File: config.mk
export PLATFORM = sky130hd
export DESIGN_NAME = aor_top
export DESIGN_NICKNAME = d
export VERILOG_FILES = /design/src/pkg/aor_pkg.sv /design/src/hdl/aor_fifo.sv /design/src/hdl/aor_top.sv
export SDC_FILE = /design/constraint.sdc
export NUM_CORES = 1
export LEC_CHECK = 0
export BUFFER_PORTS_ARGS = -buffer_cell sky130_fd_sc_hd__buf_2
export CAP_MARGIN = 40
export CORE_MARGIN = 2
export CORE_UTILIZATION = 60
export DETAILED_ROUTE_END_ITERATION = 16
export GPL_TIMING_DRIVEN = 0
export PLACE_DENSITY = 0.73
export REMOVE_ABC_BUFFERS = 1
export SKIP_CTS_REPAIR_TIMING = 1
export SLEW_MARGIN = 20
export SYNTH_ARGS = -nofsm -noshare
export SYNTH_HDL_FRONTEND = slang
export SYNTH_HIERARCHICAL = 1
export SYNTH_SLANG_ARGS = --single-unit
File: constraint.sdc
create_clock -name ref_clk -period 9.15 [get_ports ref_clk]
set_clock_uncertainty 0.05 [all_clocks]
set_input_delay 0.4575 -clock ref_clk [delete_from_list [all_inputs] [get_ports ref_clk]]
set_output_delay 0.4575 -clock ref_clk [all_outputs]
set_load 0.05 [all_outputs]
File: src/pkg/aor_pkg.sv
// Contract
// - With scrambling on, every data bit above the LSB leaves as that bit XORed with the LSB of its own word.
// - Scrambling never alters the LSB, the overrange flag or the forwarded clocks.
// - Scrambling is applied only while scramble_enable is high.
// - With dither on, a long pseudo-random sequence supplies the value sent to the dither converter.
// - The value that drove the dither converter for a sample is subtracted from that sample's result.
// - Dither stays off unless dither_enable selects it, so results are undithered by default.
// - The overrange flag is high for every result whose input was over or under range.
// - In demultiplexed mode both forwarded clocks run at half the encode rate and both buses are valid on the same edges.
`default_nettype none
package aor_pkg;
	localparam int          DATA_W        = 16;
	localparam int          LFSR_W        = 31;
	localparam int          LFSR_TAP_A    = 30;
	localparam int          LFSR_TAP_B    = 27;
	localparam logic [30:0] LFSR_SEED     = 31'h0000_0001;
	localparam int          FIFO_DEPTH    = 32;
	localparam int          CLK_PERIOD_NS = 8;
	localparam int          PIN_COUNT     = 5;
	localparam int          PIN_ENC       = 0;
	localparam int          PIN_SCRAMBLE  = 1;
	localparam int          PIN_DITHER    = 2;
	localparam int          PIN_DEMUX     = 3;
	localparam int          PIN_HOLD      = 4;

	typedef struct packed {
		logic              ovr;
		logic [DATA_W-1:0] data;
	} aor_word_type;
endpackage
`default_nettype wire

File: src/hdl/aor_fifo.sv
`timescale 1ns/1ps
`default_nettype none
// depth must be a power of two: wrap uses the extra pointer bit
module aor_fifo #(
	parameter int WIDTH = 17,
	parameter int DEPTH = 32
) (
	input  wire logic             clk,       // block clock
	input  wire logic             reset,     // sync, active high
	input  wire logic             in_valid,  // word offered
	output logic                  in_ready,  // room for a word
	input  wire logic [WIDTH-1:0] in_data,   // word in
	output logic                  out_valid, // word available
	input  wire logic             out_ready, // drain takes word
	output logic      [WIDTH-1:0] out_data   // head word
);
	localparam int AW = $clog2(DEPTH);

	logic [WIDTH-1:0] mem [DEPTH];
	logic [AW:0]      wr_q;
	logic [AW:0]      rd_q;
	wire              full  = (wr_q[AW] != rd_q[AW]) && (wr_q[AW-1:0] == rd_q[AW-1:0]);
	wire              empty = (wr_q == rd_q);
	wire              push  = in_valid && !full;
	wire              pop   = out_ready && !empty;

	assign in_ready  = !full;
	assign out_valid = !empty;
	assign out_data  = mem[rd_q[AW-1:0]];

	always_ff @(posedge clk)
	begin
		if (push)
		begin
			mem[wr_q[AW-1:0]] <= in_data;
		end
	end

	always_ff @(posedge clk)
	begin
		if (reset)
		begin
			wr_q <= '0;
			rd_q <= '0;
		end
		else
		begin
			wr_q <= push ? wr_q + 1'b1 : wr_q;
			rd_q <= pop ? rd_q + 1'b1 : rd_q;
		end
	end
endmodule // aor_fifo
`default_nettype wire

File: src/hdl/aor_top.sv
`timescale 1ns/1ps
`default_nettype none
module aor_top #(
	parameter int FIFO_DEPTH = aor_pkg::FIFO_DEPTH
) (
	input  wire logic                       ref_clk,              // block clock, 125 MHz
	input  wire logic                       reset,                // sync, active high
	input  wire logic                       sample_clock_input,   // encode clock pin
	input  wire logic                       scramble_enable,      // pin, high scrambles
	input  wire logic                       dither_enable,        // pin, high dithers
	input  wire logic                       demux_mode,           // pin, high = two buses
	input  wire logic                       output_hold,          // pin, downstream stall
	input  wire logic [aor_pkg::DATA_W-1:0] raw_result,           // core result, ref_clk
	input  wire logic                       raw_overrange,        // core range flag
	output logic      [aor_pkg::DATA_W-1:0] dither_value,         // to dither converter
	output logic      [aor_pkg::DATA_W-1:0] data_a,               // bus A
	output logic      [aor_pkg::DATA_W-1:0] data_b,               // bus B, demux only
	output logic                            overrange_flag_a,     // bus A range flag
	output logic                            overrange_flag_b,     // bus B range flag
	output logic                            forwarded_clock_true, // forwarded clock
	output logic                            forwarded_clock_comp, // its complement
	output logic                            sample_dropped        // pulse, fifo was full
);
	localparam int DW = aor_pkg::DATA_W;
	localparam int WW = $bits(aor_pkg::aor_word_type);

	// ---------------------------------------------
	// scrambling
	// ---------------------------------------------
	function automatic logic [DW-1:0] scramble(input logic [DW-1:0] d, input logic en);
		scramble = en ? {d[DW-1:1] ^ {(DW-1){d[0]}}, d[0]} : d;
	endfunction

	// ---------------------------------------------
	// pin synchronisers
	// ---------------------------------------------
	logic [aor_pkg::PIN_COUNT-1:0] meta_q;
	logic [aor_pkg::PIN_COUNT-1:0] sync_q;
	logic                          enc_last_q;
	wire  [aor_pkg::PIN_COUNT-1:0] pin_vec = {output_hold, demux_mode, dither_enable,
	                                          scramble_enable, sample_clock_input};

	always_ff @(posedge ref_clk)
	begin
		meta_q     <= reset ? '0 : pin_vec;
		sync_q     <= reset ? '0 : meta_q;
		enc_last_q <= reset ? 1'b0 : sync_q[aor_pkg::PIN_ENC];
	end

	wire enc_s    = sync_q[aor_pkg::PIN_ENC];
	wire scr_s    = sync_q[aor_pkg::PIN_SCRAMBLE];
	wire dith_s   = sync_q[aor_pkg::PIN_DITHER];
	wire demux_s  = sync_q[aor_pkg::PIN_DEMUX];
	wire hold_s   = sync_q[aor_pkg::PIN_HOLD];
	wire enc_rise = enc_s && !enc_last_q;
	wire enc_fall = !enc_s && enc_last_q;

	// ---------------------------------------------
	// dither generator and subtraction
	// ---------------------------------------------
	// dither_value_q is what the converter sees during the current sample,
	// so the result taken at the next encode rise is paired with it
	logic [aor_pkg::LFSR_W-1:0] lfsr_q;
	logic [DW-1:0]              dither_value_q;
	logic                       sample_dropped_q;
	wire  [aor_pkg::LFSR_W-1:0] lfsr_d = {lfsr_q[aor_pkg::LFSR_W-2:0],
	                                      lfsr_q[aor_pkg::LFSR_TAP_A] ^ lfsr_q[aor_pkg::LFSR_TAP_B]};
	wire  [DW-1:0]              dither_d = dith_s ? lfsr_d[DW-1:0] : '0;
	aor_pkg::aor_word_type      push_word;
	wire                        push_ready;

	assign push_word.data = raw_result - dither_value_q;
	assign push_word.ovr  = raw_overrange;

	always_ff @(posedge ref_clk)
	begin
		if (reset)
		begin
			lfsr_q           <= aor_pkg::LFSR_SEED;
			dither_value_q   <= '0;
			sample_dropped_q <= 1'b0;
		end
		else
		begin
			lfsr_q           <= (enc_rise && dith_s) ? lfsr_d : lfsr_q;
			dither_value_q   <= enc_rise ? dither_d : dither_value_q;
			sample_dropped_q <= enc_rise && !push_ready;
		end
	end

	// ---------------------------------------------
	// output buffer
	// ---------------------------------------------
	// a held-off receiver fills the fifo; once full, new samples are lost
	// and flagged rather than overwriting words already queued
	wire [WW-1:0]          pop_bits;
	wire                   pop_valid;
	aor_pkg::aor_word_type pop_word;
	logic                  phase_q;
	logic                  pend_valid_q;
	wire                   pop_ok = enc_fall && !hold_s && pop_valid &&
	                                (!demux_s || !phase_q || pend_valid_q);

	assign pop_word = aor_pkg::aor_word_type'(pop_bits);

	aor_fifo #(
		.WIDTH (WW),
		.DEPTH (FIFO_DEPTH)
	) u_fifo (
		.clk       (ref_clk),
		.reset     (reset),
		.in_valid  (enc_rise),
		.in_ready  (push_ready),
		.in_data   (push_word),
		.out_valid (pop_valid),
		.out_ready (pop_ok),
		.out_data  (pop_bits)
	);

	// ---------------------------------------------
	// output stage
	// ---------------------------------------------
	aor_pkg::aor_word_type pend_q;
	logic [DW-1:0]         data_a_q;
	logic [DW-1:0]         data_b_q;
	logic                  ovr_a_q;
	logic                  ovr_b_q;
	logic                  fwd_true_q;
	logic                  fwd_comp_q;
	wire                   load_a_full  = pop_ok && !demux_s;
	wire                   load_pend    = pop_ok && demux_s && !phase_q;
	wire                   load_ab      = pop_ok && demux_s && phase_q;
	wire                   fwd_true_full = enc_rise ? 1'b1 : (enc_fall ? 1'b0 : fwd_true_q);
	wire                   fwd_true_dmx  = enc_fall ? !phase_q : fwd_true_q;
	wire                   fwd_true_d    = demux_s ? fwd_true_dmx : fwd_true_full;
	wire [DW-1:0]          data_a_d = load_ab ? scramble(pend_q.data, scr_s) :
	                                  scramble(pop_word.data, scr_s);
	wire [DW-1:0]          data_b_d = scramble(pop_word.data, scr_s);

	always_ff @(posedge ref_clk)
	begin
		if (reset)
		begin
			phase_q      <= 1'b0;
			pend_valid_q <= 1'b0;
			pend_q       <= '0;
		end
		else
		begin
			phase_q      <= demux_s ? (enc_fall ? !phase_q : phase_q) : 1'b0;
			pend_valid_q <= load_pend ? 1'b1 : ((enc_fall && phase_q) ? 1'b0 : pend_valid_q);
			pend_q       <= load_pend ? pop_word : pend_q;
		end
	end

	always_ff @(posedge ref_clk)
	begin
		if (reset)
		begin
			data_a_q   <= '0;
			data_b_q   <= '0;
			ovr_a_q    <= 1'b0;
			ovr_b_q    <= 1'b0;
			fwd_true_q <= 1'b0;
			fwd_comp_q <= 1'b1;
		end
		else
		begin
			data_a_q   <= (load_a_full || load_ab) ? data_a_d : data_a_q;
			ovr_a_q    <= load_a_full ? pop_word.ovr : (load_ab ? pend_q.ovr : ovr_a_q);
			data_b_q   <= load_ab ? data_b_d : data_b_q;
			ovr_b_q    <= load_ab ? pop_word.ovr : ovr_b_q;
			fwd_true_q <= fwd_true_d;
			fwd_comp_q <= !fwd_true_d;
		end
	end

	assign dither_value         = dither_value_q;
	assign data_a               = data_a_q;
	assign data_b               = data_b_q;
	assign overrange_flag_a     = ovr_a_q;
	assign overrange_flag_b     = ovr_b_q;
	assign forwarded_clock_true = fwd_true_q;
	assign forwarded_clock_comp = fwd_comp_q;
	assign sample_dropped       = sample_dropped_q;
endmodule // aor_top
`default_nettype wire

# After elaboration in Yosys (flattened, before gate mapping)
# Memory sizes are Yosys's and may differ from the RTL's. A register that Yosys moved wholly into a read port is not among the register bits.
# Index checks and enable logic that the tools add are counted.
[classes]
add_sub_neg = 3
eq_ne = 3
mux = 16
bitwise = 4
reduce_logical = 29
[ops]
columns = ["op", "count"]
rows = [
  ["16-bit two-way mux", 4],
  ["15-bit XOR", 2],
  ["16-bit subtractor", 1],
  ["1-bit logical AND", 15],
  ["6-bit by 1-bit adder with 6-bit output, second input constant", 2],
  ["1-bit two-way mux", 10],
  ["5-bit two-way mux", 2],
  ["1-bit zero test", 8],
  ["6-bit == test", 1],
  ["5-bit == test", 1],
  ["2-bit nonzero test", 2],
  ["1-bit logical OR", 3],
  ["2-bit OR reduction", 1],
  ["1-bit != test", 1],
  ["1-bit NOT", 1],
  ["1-bit XOR", 1],
]
[totals]
register_bits = 126
mem_bits_rw = 544
input_bits = 24
mem_count = 1
[mem_list]
columns = ["memory", "words", "width", "read_ports", "rd_clocked_by_memory_dff", "write_ports", "line_no", "source"]
rows = [
  ["u_fifo.mem", 32, 17, 1, 1, 1, "aor_fifo.sv:19", "logic [WIDTH-1:0] mem [DEPTH];"],
]

# Depth between registers and ports, before layout
[logic_depth]
depth_word = 9
depth_mapped = 12
depth_no_buf = 9

# By module
# The synthesis kept the hierarchy.
[modules_own_cells]
columns = ["module", "instances", "cells_each", "area_each_um2", "seq_area_each_um2"]
rows = [
  ["aor_fifo", 1, 1279, 22088.7, 16676.0],
  ["aor_top", 1, 630, 5222.5, 2282.2],
]

# Worst setup path after synthesis
# No wires, ideal clock.
[synth_timing]
path_type = "reg2reg"
start = "register dither_value_q[12] (netlist: dither_value[12])"
end = "memory u_fifo.mem[0][13], data pin"
arrival_ns = 3.169
t_required_ns = 8.609
setup_slack_ns = 5.440
stages_incl_launch_ff = 8
path_buffers = 1
synth_period_minus_slack_ns = 3.710
path_cell_list = "dfxtp_1 > inv_1 > ha_1 > clkbuf_1 > nand2_1 > a21oi_1 > o311ai_0 > a311oi_1"
[synth_rtl]
columns = ["element", "line_no", "source"]
rows = [
  ["start, declared", "aor_top.sv:64", "logic [DW-1:0] dither_value_q;"],
  ["start signal, assigned", "aor_top.sv:86", "dither_value_q <= enc_rise ? dither_d : dither_value_q;"],
  ["end, declared", "aor_fifo.sv:19", ""],
]

==> impl_summary.md <==
Setup path
The start-to-end type of the worst setup path is reg2reg. STA classifies the critical path endpoint as a flop. The startpoint type of the worst setup path is a flop. Of all nets on the critical path, the largest fanout is 40.

The data required time at the worst endpoint is 9.61 ns. The arrival time at the worst endpoint is 4.21 ns.

Routing
For this block, the routed nets add up to 62500 microns of wire. The post-detailed-route DRC marker count is 0. The detail route stage leaves a number of antenna-violating nets equal to 0. The first routing iteration left 1605 violations. The length of routed met2 wiring is 31000 microns. The average via count per standard cell is 6.08. The routed length per instance is 23.4 microns. The first detailed-routing pass took 5 iterations. Signal routing reaches up to met5. For this block, wires on met1 add up to 25400 microns. The sum of met3 wire segment lengths after detailed routing is 4560 microns. The routed via count is 16200.

Pwr
The total power is 6.29 mW. The leakage dissipation is 9.96 nW. The total power per unit cell area is 199 nW/um^2. Across the VDD grid, the largest voltage drop is 0.000148 V.

STA
The routed design could run at a clock period as short as 3.75 ns. The final-report hold violation count is 0. For this run, the top clock speed supported by timing is 267 MHz. The post-route fraction of the period consumed by the critical path is 41.0%. The number of max-slew violations in the final report is 0. After layout, the worst setup slack is 5.40 ns. Headroom to the max-slew limit came out at 43.9%. For the pin with the worst max-slew slack, the measured transition is 0.836 ns. For the final routed database, the setup TNS stands at 0 ns.

Setup repair after global routing left no endpoint under its margin. Setup violations remaining at the end of the flow were counted as 0.

Logic synthesis
The average cell area after synthesis is 14.3 sq um. Counting distinct cell types in the post-synthesis netlist gives 78. The synthesized instance count is 1909. Among all flip-flop cells after synthesis, the most frequent one is sky130_fd_sc_hd__edfxtp_1. The number of enable-type register cells in the synthesized netlist is 544.

The share of the yosys chip area belonging to registers is 69.4%. The share of synthesized flip-flops with an asynchronous set or reset is 0%. The total of warnings raised by yosys is 6. Counting flops and latches in the post-synthesis netlist gives 675. The combined area of all synthesized cells is 27300 sq um. Summed over its instances, the top area cell type makes up 59.8% of the synthesized netlist area. After synthesis, the cell types taking the most area are sky130_fd_sc_hd__edfxtp_1 (60%), sky130_fd_sc_hd__mux2i_1 (10%), sky130_fd_sc_hd__dfxtp_1 (9.6%). The largest total area in the synthesized netlist belongs to sky130_fd_sc_hd__edfxtp_1.

Layout
Leaving out fill and tap cells, the most frequent cell in the layout is sky130_fd_sc_hd__edfxtp_1. The filler cells instantiated in the layout total 2858. The share of layout cells above drive strength 1 is 16.1%. The net count reported at finish is 2066. Excluding fillers, the count of instances in the completed layout stands at 2673. Across the whole layout, storage elements account for 19000 sq um. Cells fill 69.7% of the core in the end. The area growth from synthesis to layout is 15.4%.

The multi-input combinational cells in the finished layout cover a total of 7930 sq um. In the layout the commonest cells are sky130_fd_sc_hd__edfxtp_1 (544), sky130_fd_sc_hd__mux2i_1 (274), sky130_fd_sc_hd__nand2_1 (196), sky130_fd_sc_hd__a21oi_1 (133), sky130_fd_sc_hd__dfxtp_1 (129).

Outcome
The run finished with clean final reports.

CTS
The buffer levels on the longest clock path is 3. The cell at the root of the clock tree is sky130_fd_sc_hd__clkbuf_16. The number of clock buffers added by TritonCTS is 69. The TritonCTS clock tree is yes. The clock network latency to the later pin of the worst-skew pair is 0.60 ns. The H-tree was split into 3 levels. The clock net sink count is 675. After clock tree synthesis, the clock-pin slew on the worst setup and hold paths is 0.06 ns.

Global routing
The maximum number of pins on one net before global-route repair is 100. The number of antenna violations at the first check in global routing is 1. The global route total overflow is 0.

The number of global-route vias before repair came to 15900. The first global-routing pass estimated 93300 microns of wire. The total track usage is 26.5%.

Floorplan
The floorplan step set the die height to 217 microns. From left edge to right edge, the die measures 217 microns. The cell row count is 78. The core region area is 45200 sq um. The die covers 47200 sq um. For this design the top-level I/O count stands at 77. Once the floorplan was initialized, standard cells occupied 60.4% of the core.

Place
Buffers placed on the I/O ports in this run total 76. OpenSTA, run right after detailed placement, puts the worst setup slack at 5.03 ns. After legalization and detailed placement, the total HPWL measured 40200 microns. The placed instance count is 2545.

Routability-driven placement finished with a final weighted congestion of 0.832.

Run
The max-cap violation count is 0.

Min path
The type of the most critical hold path is in2reg.
==> per-stage QoR <==
step                      hold slack [ns]  area (sq um)
after floorplan                     0.364         26700
after global placement              0.367         27900
after detailed placement            0.375         29300
after CTS                         0.00225         31400
after global routing               0.0298         31500
final                              0.0233         31500
==> sequential cells by signal, summed over array words and instances, names as in the netlist, named ones only <==
register and cells:
forwarded_clock_true 1, u_fifo/wr_q 6, data_b 16, sync_q 5, phase_q 1, meta_q 5
overrange_flag_b 1, u_fifo/mem 544, sample_dropped 1, lfsr_q 31, enc_last_q 1, data_a 16
forwarded_clock_comp 1, overrange_flag_a 1, pend_valid_q 1, u_fifo/rd_q 6, pend_q 17, dither_value 16
==> per-layer routing <==
layer	vias up	global-route usage, %
met3	97	4.37
li1	7400	-
met1	8195	36.0
met2	552	44.0
met5	-	0
met4	2	8.61
==> final timing paths <==
kind | cells after the start | slack, ns | endpoint | from
worst max-delay path | 12 | 5.40 | data_a[15] | flop
worst min-delay path | 2 | 0.02 | meta_q[4] | output_hold
worst max register to register | 12 | 5.40 | data_a[15] | flop
worst min register to register | 1 | 0.38 | sync_q[0] | meta_q[0]
==> synth_stat cells, types with 9 or more instances <==
cell and n:
sky130_fd_sc_hd__a22o_1 34, sky130_fd_sc_hd__mux2i_1 274, sky130_fd_sc_hd__dfxtp_1 131, sky130_fd_sc_hd__nand4_1 21
sky130_fd_sc_hd__edfxtp_1 544, sky130_fd_sc_hd__xnor2_1 47, sky130_fd_sc_hd__nand2_1 196, sky130_fd_sc_hd__nor3_1 36
sky130_fd_sc_hd__ha_1 20, sky130_fd_sc_hd__a31oi_1 21, sky130_fd_sc_hd__buf_2 41, sky130_fd_sc_hd__buf_1 10
sky130_fd_sc_hd__a21oi_1 133, sky130_fd_sc_hd__nor2_1 85, sky130_fd_sc_hd__nand3_1 41, sky130_fd_sc_hd__clkbuf_1 39
sky130_fd_sc_hd__buf_4 16, sky130_fd_sc_hd__nor2b_1 19, sky130_fd_sc_hd__xor2_1 9, sky130_fd_sc_hd__a22oi_1 68
sky130_fd_sc_hd__inv_1 24, sky130_fd_sc_hd__o221ai_2 14
==> where the power goes <==
part / internal, mW / switching [mW]
Clock: 1.58 / 1.10
Sequential: 3.37 / 0.00483
Combinational: 0.0660 / 0.165
==> worst max-delay path, cell delays in order, from the launching register on <==
cell and delay, ns:
sky130_fd_sc_hd__dfxtp_4 0.60, sky130_fd_sc_hd__buf_16 0.34, sky130_fd_sc_hd__buf_16 0.31, sky130_fd_sc_hd__buf_16 0.27
sky130_fd_sc_hd__mux2i_1 0.21, sky130_fd_sc_hd__a22oi_1 0.11, sky130_fd_sc_hd__a31oi_1 0.41, sky130_fd_sc_hd__nand3_1 0.29
sky130_fd_sc_hd__nand2_1 0.21, sky130_fd_sc_hd__buf_8 0.20, sky130_fd_sc_hd__xnor2_1 0.18, sky130_fd_sc_hd__o221ai_1 0.19
sky130_fd_sc_hd__a21oi_1 0.20
==> area by class of cell <==
type                    instances  area share (%)
diodes                          1         0.00794
clock buffers                  98            6.16
clock inverters                24           0.655
inverters                      25           0.298
multi-input cells            1096            25.2
flip-flops and latches        675            60.2
well taps                     600            2.38
repair buffers                154            5.16
==> kinds of logic after synthesis <==
family / after synthesis / share of synthesized area [%]
xor gates and xnor gates: 57 / 1.86
DFF: 675 / 69.4
AOI/OAI and AO/OA: 309 / 7.89
and+or+nand+nor: 432 / 7.22
adders and majority gates: 21 / 0.990
muxes: 277 / 10.2
buffers and inverters: 138 / 2.45
Power figures use the tool's default switching activity.
